## src/core/pwm_defs.svh

```systemverilog
// Register indices, field positions, reset values and bus codes of the pwm block.
`ifndef PWM_DEFS_SVH
`define PWM_DEFS_SVH

`define IDX_CLK      8'h40
`define IDX_POL      8'h41
`define IDX_EN       8'h42
`define IDX_CENTER   8'h43
`define IDX_SCALE0   8'h44
`define IDX_SCALE1   8'h45
`define IDX_CNT0     8'h48
`define IDX_PER0     8'h4C
`define IDX_DTY0     8'h50
`define IDX_PDATA    8'h54
`define IDX_PDIR     8'h55
`define IDX_PIN      8'h56

`define BIT_JOIN23   7
`define BIT_JOIN01   6
`define CKA_HI       5
`define CKA_LO       3
`define CKB_HI       2
`define CKB_LO       0
`define SEL_LO       4

`define RST_BYTE     8'h00
`define RST_PER      8'hFF
`define RESP_OKAY    2'h0
`define RESP_SLVERR  2'h2

`endif

```

## src/core/pwm_pkg.sv

```systemverilog
// Types shared by the pwm core and its scaler.
`default_nettype none

package pwm_pkg;
    typedef logic [7:0]  byte_t;
    typedef logic [15:0] wide_t;
    typedef enum logic {count_up, count_down} count_dir_t;
    typedef struct packed {
        wide_t      cnt;
        count_dir_t dir;
        logic       reload;
    } step_t;
endpackage

`default_nettype wire

```

## src/core/pwm_core.sv

```systemverilog
// Four-channel pwm with clock tree, pair joining and an AXI4-Lite register slave.
//
// Added by the designer: the AXI4-Lite slave port.
`default_nettype none
`include "pwm_defs.svh"

// Contract
// [RQ1] Four 8-bit, two 16-bit, or mixed outputs.
// [RQ2] Own counter, period, duty; four clock sources.
// [RQ3] Duty selectable from 0 to 100 percent.
// [RQ4] Left-aligned or center-aligned per channel.
// [RQ5] Enabled: new values wait for rollover or disable.
// [RQ6] Disabled: writes reach buffer and latch together.
// [RQ7] Counter write resets counter, latches new values.
// [RQ8] Software can read each channel counter.
// [RQ9] Enabled output overrides pin; otherwise general I/O.
// [RQ10] S0 from A, S1 from B, even 2..512.
// [RQ11] Join bit 7: channel 2 high, pin 2.
// [RQ12] Join bit 6: channel 0 high, pin 0.
// [RQ13] Bits 5..3 divide P by 1..128 for A.
// [RQ14] Bits 2..0 divide P by 1..128 for B.
// [RQ15] Select bits 4,5: clock A or S0.
// [RQ16] Select bits 6,7: clock B or S1.
// [RQ17] Software avoids select changes while channel runs.
// [RQ18] Left mode polarity sets start level.
// [RQ19] Duty counts low time, or high with polarity.
// [RQ20] Enable forces pin output, gates channel clock.
// [RQ21] Scaled clock is A over scale+1, halved.
// [RQ22] Center counts up/down; left resets on match.
// [RQ23] All divided clocks are enable pulses on mclk.
module pwm_core
    import pwm_pkg::*;
(
    input  wire logic        mclk,
    input  wire logic        srst,
    input  wire logic [9:0]  s_axi_awaddr,
    input  wire logic        s_axi_awvalid,
    output logic             s_axi_awready,
    input  wire logic [31:0] s_axi_wdata,
    input  wire logic [3:0]  s_axi_wstrb,
    input  wire logic        s_axi_wvalid,
    output logic             s_axi_wready,
    output logic [1:0]       s_axi_bresp,
    output logic             s_axi_bvalid,
    input  wire logic        s_axi_bready,
    input  wire logic [9:0]  s_axi_araddr,
    input  wire logic        s_axi_arvalid,
    output logic             s_axi_arready,
    output logic [31:0]      s_axi_rdata,
    output logic [1:0]       s_axi_rresp,
    output logic             s_axi_rvalid,
    input  wire logic        s_axi_rready,
    input  wire logic [3:0]  port_in,
    output logic [3:0]       port_out,
    output logic [3:0]       port_oe
);
    localparam int NCH = 4;

    byte_t      clk_reg;
    byte_t      pol_reg;
    byte_t      scale_reg [2];
    logic [3:0] en_reg;
    logic [3:0] center_reg;
    logic [3:0] gp_data_reg;
    logic [3:0] gp_dir_reg;
    byte_t      cnt_reg [NCH];
    byte_t      per_buf_reg [NCH];
    byte_t      per_act_reg [NCH];
    byte_t      dty_buf_reg [NCH];
    byte_t      dty_act_reg [NCH];
    count_dir_t dir_reg [NCH];
    logic [3:0] wave_reg;
    logic [3:0] sync1_reg;
    logic [3:0] sync2_reg;
    logic [3:0] sync3_reg;
    logic [3:0] pin_reg;
    logic [6:0] pre_reg;
    logic       aw_have_reg;
    logic       w_have_reg;
    logic       w_lane_reg;
    logic [9:0] aw_addr_reg;
    byte_t      w_byte_reg;

    logic       wr_go;
    logic       wr_en;
    logic       en_any;
    byte_t      wr_idx;
    logic       aw_have_next;
    logic       w_have_next;
    logic       bvalid_next;
    logic       rvalid_next;
    logic [1:0] join_w;
    logic [1:0] base_tick;
    logic [1:0] scaled_tick;
    logic [3:0] pin_next;
    wire  [3:0] wr_cnt;
    wire  [3:0] wr_per;
    wire  [3:0] wr_dty;
    wire  [3:0] wide;
    wire  [3:0] idle;
    wire  [3:0] run;
    wire  [3:0] own_en;
    wire  [3:0] latch;
    wire  [3:0] act_pin;
    wire  [3:0] srcsel;
    wire  [3:0] lvl;
    wire  [3:0] wave_next;
    wire wide_t      ec [NCH];
    wire wide_t      ep [NCH];
    wire wide_t      ed [NCH];
    wire step_t      st [NCH];
    wire byte_t      cnt_next [NCH];
    wire byte_t      per_next [NCH];
    wire byte_t      dty_next [NCH];
    wire count_dir_t dir_next [NCH];

    function automatic logic hit(byte_t idx, byte_t base, int off);
        return idx == byte_t'(base + byte_t'(off));
    endfunction

    function automatic logic mapped(byte_t idx);
        return (idx >= `IDX_CLK && idx <= `IDX_SCALE1) || (idx >= `IDX_CNT0 && idx <= `IDX_PIN);
    endfunction

    // A divide-by-2^k enable fires when the low k bits of the prescaler are all ones.
    function automatic logic div_tick(logic [6:0] c, logic [2:0] k);
        logic [6:0] m;
        m = 7'((8'h01 << k) - 8'h01);
        return (c & m) == m;
    endfunction

    function automatic step_t pwm_step(wide_t c, wide_t p, count_dir_t d, logic center);
        step_t s;
        s.cnt    = c + 16'h0001;
        s.dir    = count_up;
        s.reload = 1'b0;
        if (!center) begin
            if (c >= p) begin
                s.cnt    = 16'h0000;
                s.reload = 1'b1;
            end
        end else if (p == 16'h0000) begin
            s.cnt    = 16'h0000;
            s.reload = 1'b1;
        end else if (d == count_down) begin
            if (c == 16'h0000) begin
                s.reload = 1'b1;
            end else begin
                s.cnt = c - 16'h0001;
                s.dir = count_down;
            end
        end else if (c >= p) begin
            s.cnt = c - 16'h0001;
            s.dir = count_down;
        end
        return s;
    endfunction

    // Center mode ignores polarity and is high while the count is below duty.
    function automatic logic pwm_level(wide_t c, wide_t d, logic start_high, logic center);
        return (center || start_high) ? (c < d) : (c >= d);
    endfunction

    function automatic byte_t reg_read(byte_t idx);
        byte_t v;
        v = 8'h00;
        if (idx == `IDX_CLK) v = clk_reg;
        if (idx == `IDX_POL) v = pol_reg;
        if (idx == `IDX_EN) v = {4'h0, en_reg};
        if (idx == `IDX_CENTER) v = {4'h0, center_reg};
        if (idx == `IDX_SCALE0) v = scale_reg[0];
        if (idx == `IDX_SCALE1) v = scale_reg[1];
        if (idx == `IDX_PDATA) v = {4'h0, gp_data_reg};
        if (idx == `IDX_PDIR) v = {4'h0, gp_dir_reg};
        if (idx == `IDX_PIN) v = {4'h0, pin_reg};
        for (int i = 0; i < NCH; i++) begin
            if (hit(idx, `IDX_CNT0, i)) v = cnt_reg[i]; // [RQ8]
            if (hit(idx, `IDX_PER0, i)) v = per_buf_reg[i];
            if (hit(idx, `IDX_DTY0, i)) v = dty_buf_reg[i];
        end
        return v;
    endfunction

    // Bus slave: address and data are taken in either order, the write acts once both are held.
    assign wr_go        = aw_have_reg && w_have_reg && !s_axi_bvalid;
    assign wr_idx       = aw_addr_reg[9:2];
    assign wr_en        = wr_go && w_lane_reg && mapped(wr_idx);
    assign aw_have_next = (aw_have_reg && !wr_go) || (s_axi_awvalid && s_axi_awready);
    assign w_have_next  = (w_have_reg && !wr_go) || (s_axi_wvalid && s_axi_wready);
    assign bvalid_next  = wr_go || (s_axi_bvalid && !s_axi_bready);
    assign rvalid_next  = (s_axi_arvalid && s_axi_arready) || (s_axi_rvalid && !s_axi_rready);

    always_ff @(posedge mclk) begin
        if (srst) begin
            aw_have_reg   <= 1'b0;
            w_have_reg    <= 1'b0;
            w_lane_reg    <= 1'b0;
            aw_addr_reg   <= 10'h000;
            w_byte_reg    <= `RST_BYTE;
            s_axi_awready <= 1'b0;
            s_axi_wready  <= 1'b0;
            s_axi_bvalid  <= 1'b0;
            s_axi_bresp   <= `RESP_OKAY;
            s_axi_arready <= 1'b0;
            s_axi_rvalid  <= 1'b0;
            s_axi_rdata   <= 32'h0000_0000;
            s_axi_rresp   <= `RESP_OKAY;
        end else begin
            aw_have_reg   <= aw_have_next;
            w_have_reg    <= w_have_next;
            s_axi_bvalid  <= bvalid_next;
            s_axi_rvalid  <= rvalid_next;
            s_axi_awready <= !aw_have_next && !bvalid_next;
            s_axi_wready  <= !w_have_next && !bvalid_next;
            s_axi_arready <= !rvalid_next;
            if (s_axi_awvalid && s_axi_awready) aw_addr_reg <= s_axi_awaddr;
            if (s_axi_wvalid && s_axi_wready) begin
                w_byte_reg <= s_axi_wdata[7:0];
                w_lane_reg <= s_axi_wstrb[0];
            end
            if (wr_go) s_axi_bresp <= mapped(wr_idx) ? `RESP_OKAY : `RESP_SLVERR;
            if (s_axi_arvalid && s_axi_arready) begin
                s_axi_rdata <= {24'h000000, reg_read(s_axi_araddr[9:2])};
                s_axi_rresp <= mapped(s_axi_araddr[9:2]) ? `RESP_OKAY : `RESP_SLVERR;
            end
        end
    end

    always_ff @(posedge mclk) begin
        if (srst) begin
            clk_reg      <= `RST_BYTE;
            pol_reg      <= `RST_BYTE;
            scale_reg[0] <= `RST_BYTE;
            scale_reg[1] <= `RST_BYTE;
            en_reg       <= 4'h0;
            center_reg   <= 4'h0;
            gp_data_reg  <= 4'h0;
            gp_dir_reg   <= 4'h0;
        end else if (wr_en) begin
            if (wr_idx == `IDX_CLK) clk_reg <= w_byte_reg;
            if (wr_idx == `IDX_POL) pol_reg <= w_byte_reg;
            if (wr_idx == `IDX_EN) en_reg <= w_byte_reg[3:0];
            if (wr_idx == `IDX_CENTER) center_reg <= w_byte_reg[3:0];
            if (wr_idx == `IDX_SCALE0) scale_reg[0] <= w_byte_reg;
            if (wr_idx == `IDX_SCALE1) scale_reg[1] <= w_byte_reg;
            if (wr_idx == `IDX_PDATA) gp_data_reg <= w_byte_reg[3:0];
            if (wr_idx == `IDX_PDIR) gp_dir_reg <= w_byte_reg[3:0];
        end
    end

    // Clock tree: one free-running prescaler, held at zero while every channel is off.
    assign en_any       = |en_reg;
    assign join_w       = {clk_reg[`BIT_JOIN23], clk_reg[`BIT_JOIN01]}; // [RQ11] [RQ12]
    assign base_tick[0] = div_tick(pre_reg, clk_reg[`CKA_HI:`CKA_LO]); // [RQ13] [RQ23]
    assign base_tick[1] = div_tick(pre_reg, clk_reg[`CKB_HI:`CKB_LO]); // [RQ14] [RQ23]

    for (genvar p = 0; p < 2; p++) begin : g_pair
        pwm_scaler u_scaler (
            .mclk     (mclk),
            .srst     (srst),
            .tick_in  (base_tick[p]),
            .scale    (scale_reg[p]),
            .load     (wr_en && hit(wr_idx, `IDX_SCALE0, p)),
            .tick_out (scaled_tick[p])
        );
    end

    // A joined pair runs one 16-bit engine in its even channel; the odd one only holds the low byte.
    for (genvar i = 0; i < NCH; i++) begin : g_ch
        localparam int P = i / 2;
        localparam int L = (i % 2 == 0) ? i + 1 : i;
        localparam int O = (i % 2 == 1) ? i - 1 : i;
        assign wr_cnt[i]  = wr_en && hit(wr_idx, `IDX_CNT0, i);
        assign wr_per[i]  = wr_en && hit(wr_idx, `IDX_PER0, i);
        assign wr_dty[i]  = wr_en && hit(wr_idx, `IDX_DTY0, i);
        assign wide[i]    = join_w[P] && (i % 2 == 0); // [RQ1]
        assign idle[i]    = join_w[P] && (i % 2 == 1); // [RQ11] [RQ12]
        assign own_en[i]  = idle[i] ? en_reg[O] : en_reg[i];
        assign srcsel[i]  = wide[i] ? pol_reg[`SEL_LO + L] : pol_reg[`SEL_LO + i]; // [RQ15] [RQ16]
        assign run[i]     = en_reg[i] && !idle[i]
                            && (srcsel[i] ? scaled_tick[P] : base_tick[P]); // [RQ2] [RQ20]
        assign ec[i]      = wide[i] ? {cnt_reg[i], cnt_reg[L]} : {8'h00, cnt_reg[i]};
        assign ep[i]      = wide[i] ? {per_act_reg[i], per_act_reg[L]} : {8'h00, per_act_reg[i]};
        assign ed[i]      = wide[i] ? {dty_act_reg[i], dty_act_reg[L]} : {8'h00, dty_act_reg[i]};
        assign st[i]      = pwm_step(ec[i], ep[i], dir_reg[i], center_reg[i]); // [RQ4] [RQ22]
        assign lvl[i]     = pwm_level(st[i].cnt, ed[i], pol_reg[i], center_reg[i]); // [RQ18] [RQ19]
        assign latch[i]   = wr_cnt[i] || !own_en[i]
                            || (idle[i] ? run[O] && st[O].reload : run[i] && st[i].reload); // [RQ5]
        assign cnt_next[i] = wr_cnt[i] ? 8'h00 : // [RQ7]
                             idle[i] ? (run[O] ? st[O].cnt[7:0] : cnt_reg[i]) :
                             !run[i] ? cnt_reg[i] :
                             wide[i] ? st[i].cnt[15:8] : st[i].cnt[7:0];
        assign per_next[i] = (wr_per[i] && !own_en[i]) ? w_byte_reg : // [RQ6]
                             latch[i] ? per_buf_reg[i] : per_act_reg[i];
        assign dty_next[i] = (wr_dty[i] && !own_en[i]) ? w_byte_reg : // [RQ6]
                             latch[i] ? dty_buf_reg[i] : dty_act_reg[i];
        assign dir_next[i] = wr_cnt[i] ? count_up : run[i] ? st[i].dir : dir_reg[i];
        assign wave_next[i] = run[i] ? lvl[i] : wave_reg[i]; // [RQ3]
        assign act_pin[i] = en_reg[i] && !idle[i]; // [RQ9] [RQ20]
    end

    always_ff @(posedge mclk) begin
        for (int i = 0; i < NCH; i++) begin
            if (srst) begin
                cnt_reg[i]     <= `RST_BYTE;
                per_buf_reg[i] <= `RST_PER;
                per_act_reg[i] <= `RST_PER;
                dty_buf_reg[i] <= `RST_BYTE;
                dty_act_reg[i] <= `RST_BYTE;
                dir_reg[i]     <= count_up;
            end else begin
                cnt_reg[i]     <= cnt_next[i];
                per_act_reg[i] <= per_next[i];
                dty_act_reg[i] <= dty_next[i];
                dir_reg[i]     <= dir_next[i];
                if (wr_per[i]) per_buf_reg[i] <= w_byte_reg;
                if (wr_dty[i]) dty_buf_reg[i] <= w_byte_reg;
            end
        end
    end

    // A pin input bit is accepted once the second and third stages agree.
    assign pin_next = (sync2_reg & ~(sync2_reg ^ sync3_reg)) | (pin_reg & (sync2_reg ^ sync3_reg));

    always_ff @(posedge mclk) begin
        if (srst) begin
            pre_reg   <= 7'h00;
            wave_reg  <= 4'h0;
            sync1_reg <= 4'h0;
            sync2_reg <= 4'h0;
            sync3_reg <= 4'h0;
            pin_reg   <= 4'h0;
            port_out  <= 4'h0;
            port_oe   <= 4'h0;
        end else begin
            pre_reg   <= en_any ? pre_reg + 7'h01 : 7'h00;
            wave_reg  <= wave_next;
            sync1_reg <= port_in;
            sync2_reg <= sync1_reg;
            sync3_reg <= sync2_reg;
            pin_reg   <= pin_next;
            port_out  <= (act_pin & wave_reg) | (~act_pin & gp_data_reg); // [RQ9]
            port_oe   <= act_pin | gp_dir_reg; // [RQ20]
        end
    end
endmodule

`default_nettype wire

```

## src/core/pwm_scaler.sv

```systemverilog
// Scaled clock enable: divides an input enable by (scale + 1) and then by two.
`default_nettype none
`include "pwm_defs.svh"

module pwm_scaler
    import pwm_pkg::*;
(
    input  wire logic  mclk,
    input  wire logic  srst,
    input  wire logic  tick_in,
    input  wire byte_t scale,
    input  wire logic  load,
    output logic       tick_out
);
    byte_t count_reg;
    logic  half_reg;
    logic  wrap;

    assign wrap = tick_in && (count_reg == 8'h00);

    always_ff @(posedge mclk) begin
        if (srst) begin
            count_reg <= `RST_BYTE;
            half_reg  <= 1'b0;
            tick_out  <= 1'b0;
        end else if (load) begin
            count_reg <= scale;
            half_reg  <= 1'b0;
            tick_out  <= 1'b0;
        end else begin
            tick_out <= wrap && half_reg; // [RQ10] [RQ21]
            if (wrap) begin
                count_reg <= scale;
                half_reg  <= ~half_reg;
            end else if (tick_in) begin
                count_reg <= count_reg - 8'h01;
            end
        end
    end
endmodule

`default_nettype wire

```

## config.mk

```make
export PLATFORM = sky130hd
export DESIGN_NAME = pwm_core
export DESIGN_NICKNAME = d
export VERILOG_FILES = /design/src/core/pwm_pkg.sv /design/src/core/pwm_core.sv /design/src/core/pwm_scaler.sv
export VERILOG_INCLUDE_DIRS = /design/src /design/src/core
export SDC_FILE = /design/constraint.sdc
export NUM_CORES = 1
export LEC_CHECK = 0
export BUFFER_PORTS_ARGS = -buffer_cell sky130_fd_sc_hd__buf_2
export CORE_MARGIN = 2
export CORE_UTILIZATION = 50
export DETAILED_ROUTE_END_ITERATION = 12
export GPL_TIMING_DRIVEN = 1
export PLACE_DENSITY = 0.73
export SLEW_MARGIN = 20
export SYNTH_ARGS = -nofsm -noshare
export SYNTH_HDL_FRONTEND = slang
export SYNTH_HIERARCHICAL = 1
export SYNTH_SLANG_ARGS = --single-unit
```

## constraint.sdc

```tcl
create_clock -name mclk -period 6.85 [get_ports mclk]
set_input_delay 1.37 -clock mclk [delete_from_list [all_inputs] [get_ports mclk]]
set_output_delay 1.37 -clock mclk [all_outputs]
set_load 0.02 [all_outputs]
```

==> flow_summary_export.csv <==
group,metric,value,unit
global_route,grt_start_max_net_pins,78,
status,status,"finished, final reports clean",
layout,nNetsFinal,2720,
placement,dp_hpwl,53100,um
global_route,grt_pass1_wl,110000,um
layout,finalNonFillerCells,3100,
sta,fmax,0.164,GHz
sta,rsz0062_at_grt,"false",
pwr,p_sw,1.22,mW
critical_path,crit_arrival,6510,ps
hold_path,hold_path.class,"reg -> reg",
synthesis,async_flop_share,0,%
global_route,grt_pass1_vias,19100,
detailed_routing,routed_wl,72100,um
detailed_routing,avgViaCountPerCell,6.57,
layout,nFillCells,3764,
cts,cts_root_buf,"clkbuf_16",
die,die_y,208,um
detailed_routing,drcViolationCount,0,
sta,timing.final.hold_violations,0,
detailed_routing,wl_per_cell,23.3,um
placement,post-place-cells,3035,
layout,seq_area,6840,um^2
synthesis,seq_area_frac_synth,32.8,%
cts,cts_resized,0,
pwr,p_seq_share,45.3,%
cts,cts_hold_buf,0,
cts,cts_buffers,35,
detailed_routing,vias,20400,
cts,cts_sinks,301,
detailed_routing,dr.pass1.iters,6,
die,io_pins,116,
global_route,grt_overflow,0,
critical_path,worstSetupPathType,"reg -> reg",
layout,drive_gt1_share,8.57,%
cts,cts_tree,"yes",
die,fp.dieW,208,um
run,drv_cap,0,
layout,area_delta_synth_final,7.86,%
critical_path,worstPathMaxFanout,50,
sta,final-setup-viol-count,0,
synthesis,synth.top_cells.by_count,"295 x nand2_1, 247 x nor2_1, 221 x dfxtp_1",
die,start_util,50.8,%
pwr,internal-power,3.20,mW
pwr,p_leak,8.98,nW
sta,slew_viol_final,0,
cts,cts_setup_buffers,0,
cts,clk_latency,560,ps
die,core_area,41000,um^2
sta,worstMarginPinSlew,1250,ps
synthesis,yosysTopAreaCellShare,21.2,%
die,die_area,43300,um^2
cts,clk_pin_slew,60,ps
pwr,cellPowerDensity,197,nW/um^2
layout,multi_input_area,12900,um^2
synthesis,syn_area,20800,um^2
synthesis,syn_area_per_cell,8.08,um^2
cts,clk_path_buf_depth,3,
cts,htree_levels,2,
critical_path,required,7270,ps
sta,period_needed,6080,ps
pwr,p_comb_share,11.7,%
global_route,antenna_found_initial,1,
sta,slew_headroom,16.6,%
synthesis,synth-edff-count,80,
synthesis,synth_area_leaders,"dfxtp_1 21%, edfxtp_1 12%, ha_1 6.8%, mux2i_1 6.6%, nand2_1 5.3%",
synthesis,ys_warn_count,6,
pwr,peakVddDrop,0.219,mV
global_route,grtUsageTotal,32.1,%
placement,gp_congestion,1.05,
detailed_routing,final_antenna_net_count,0,
sta,setup_tns,0,ps
synthesis,synth_cells,2577,
synthesis,synthFlopType,"dfxtp_1",
synthesis,ys_ff_latch,301,
synthesis,synth.most_common_cell,"nand2_1",
synthesis,synth_cell_type_count,100,
placement,io_buffers,58,
synthesis,synth_top_cell_by_area,"dfxtp_1",
die,num_rows,74,
detailed_routing,drtIter0Drc,2542,
sta,finalCritPeriodShare,88.8,%
critical_path,cp-start-kind,"register",
sta,finClkSkew,31.8,ps
critical_path,cp-end-kind,"register",
pwr,sw_frac_of_total,27.6,%
pwr,power_frac_clock,43.0,%
cells in the final DEF (no fill, tap or decap), types with 10 or more instances in the layout:
cell type and instances:
mux2_2 15, a2111oi_0 18, nand2_1 295, and2_1 62
nor3_1 76, or3_1 44, o22ai_1 33, nor4_1 27
conb_1 26, a21o_1 23, nand3_1 70, xor2_1 15
a221oi_1 17, ha_1 113, inv_1 98, buf_2 57
mux2i_1 138, xnor2_1 27, a22oi_1 17, nand2b_1 25
buf_4 34, a211oi_1 54, a31oi_1 34, o21ai_0 139
nor2_1 247, o21a_1 17, nor2b_1 45, o211ai_1 18
nand4_1 26, and3_1 30, edfxtp_1 80, clkbuf_16 35
a21oi_1 144, o21ai_1 10, dfxtp_1 218, o31ai_1 17
worst paths after layout:
check             cells past startpoint  slack [ps]                    start                        to
setup / recovery                     18         770  clk_reg[6]$_SDFFE_PP0P_  wave_reg[0]$_SDFFE_PP0P_
hold / removal                        1         440  sync1_reg[1]$_SDFF_PP0_   sync2_reg[1]$_SDFF_PP0_
setup reg to reg                     18         770  clk_reg[6]$_SDFFE_PP0P_  wave_reg[0]$_SDFFE_PP0P_
hold reg to reg                       1         440  sync1_reg[1]$_SDFF_PP0_   sync2_reg[1]$_SDFF_PP0_
per-layer routing:
layer	track usage, %	wire length, um	up-vias
li1	-	-	9305
met1	41.7	28800	9604
met2	51.1	31900	1191
met3	5.71	7300	260
met4	17.0	4070	2
met5	0	14	-
critical path, stage by stage, from the launching register on:
cell	delay (ps)
dfxtp_4	720
mux2i_1	530
inv_1	200
ha_1	370
a2111oi_0	420
nand2_1	130
o21ai_1	490
a32oi_1	400
nand2b_1	250
and3_1	240
a2111oi_0	640
ha_1	360
nand2_1	80
nor2_1	60
a2111oi_0	380
o211ai_1	140
o21ai_0	130
nor2_1	80
a2111oi_0	300
metrics by stage:
| step | utilization [%] | total power [mW] | hold slack (ps) | worst slack [ps] | instance area, um^2 |
|---|---|---|---|---|---|
| final | 54.8 | 4.42 | 435 | 765 | 22500 |
| after global routing | 54.8 | 4.57 | 450 | 431 | 22500 |
| after CTS | 54.8 | 4.42 | 436 | 962 | 22500 |
| after detailed placement | 51.9 | 2.55 | 422 | 987 | 21300 |
| after global placement | 51.9 | 2.52 | 421 | 1250 | 21300 |
| after floorplan | - | 2.42 | 414 | 1050 | 20900 |
cell families (layout without fill, tap and decap cells):
| group | after synthesis | after routing | share of synthesized area (%) |
|---|---|---|---|
| DFF | 301 | 301 | 32.8 |
| and+or+nand+nor | 1009 | 1009 | 23.7 |
| muxes | 154 | 154 | 7.55 |
| AOI/OAI and AO/OA | 667 | 667 | 21.5 |
| xor gates and xnor gates | 42 | 42 | 1.77 |
| other | 1 | 27 | 0.0180 |
| adders and majority gates | 113 | 113 | 6.79 |
| buffers and inverters | 290 | 255 | 5.87 |
power by group through the flow:
stage	Clock, mW	Sequential (mW)	Combinational [mW]
2_1_floorplan	0	2.01	0.411
3_3_place_gp	0	2.03	0.488
3_5_place_dp	0	2.04	0.508
4_1_cts	1.91	2.00	0.510
5_1_grt	1.98	2.01	0.577
6_report	1.90	2.01	0.517
final cells by class:
| cell class | count | share of cell area [%] |
|---|---|---|
| Multi-Input combinational cell | 2011 | 57.3 |
| Sequential cell | 301 | 30.4 |
| Clock buffer | 46 | 4.32 |
| Tap cell | 532 | 2.96 |
| Timing Repair Buffer | 91 | 2.41 |
| Inverter | 100 | 1.67 |
| Clock inverter | 18 | 0.869 |
| Antenna cell | 1 | 0.0111 |
Note: power is estimated with default switching activity, not from simulation.
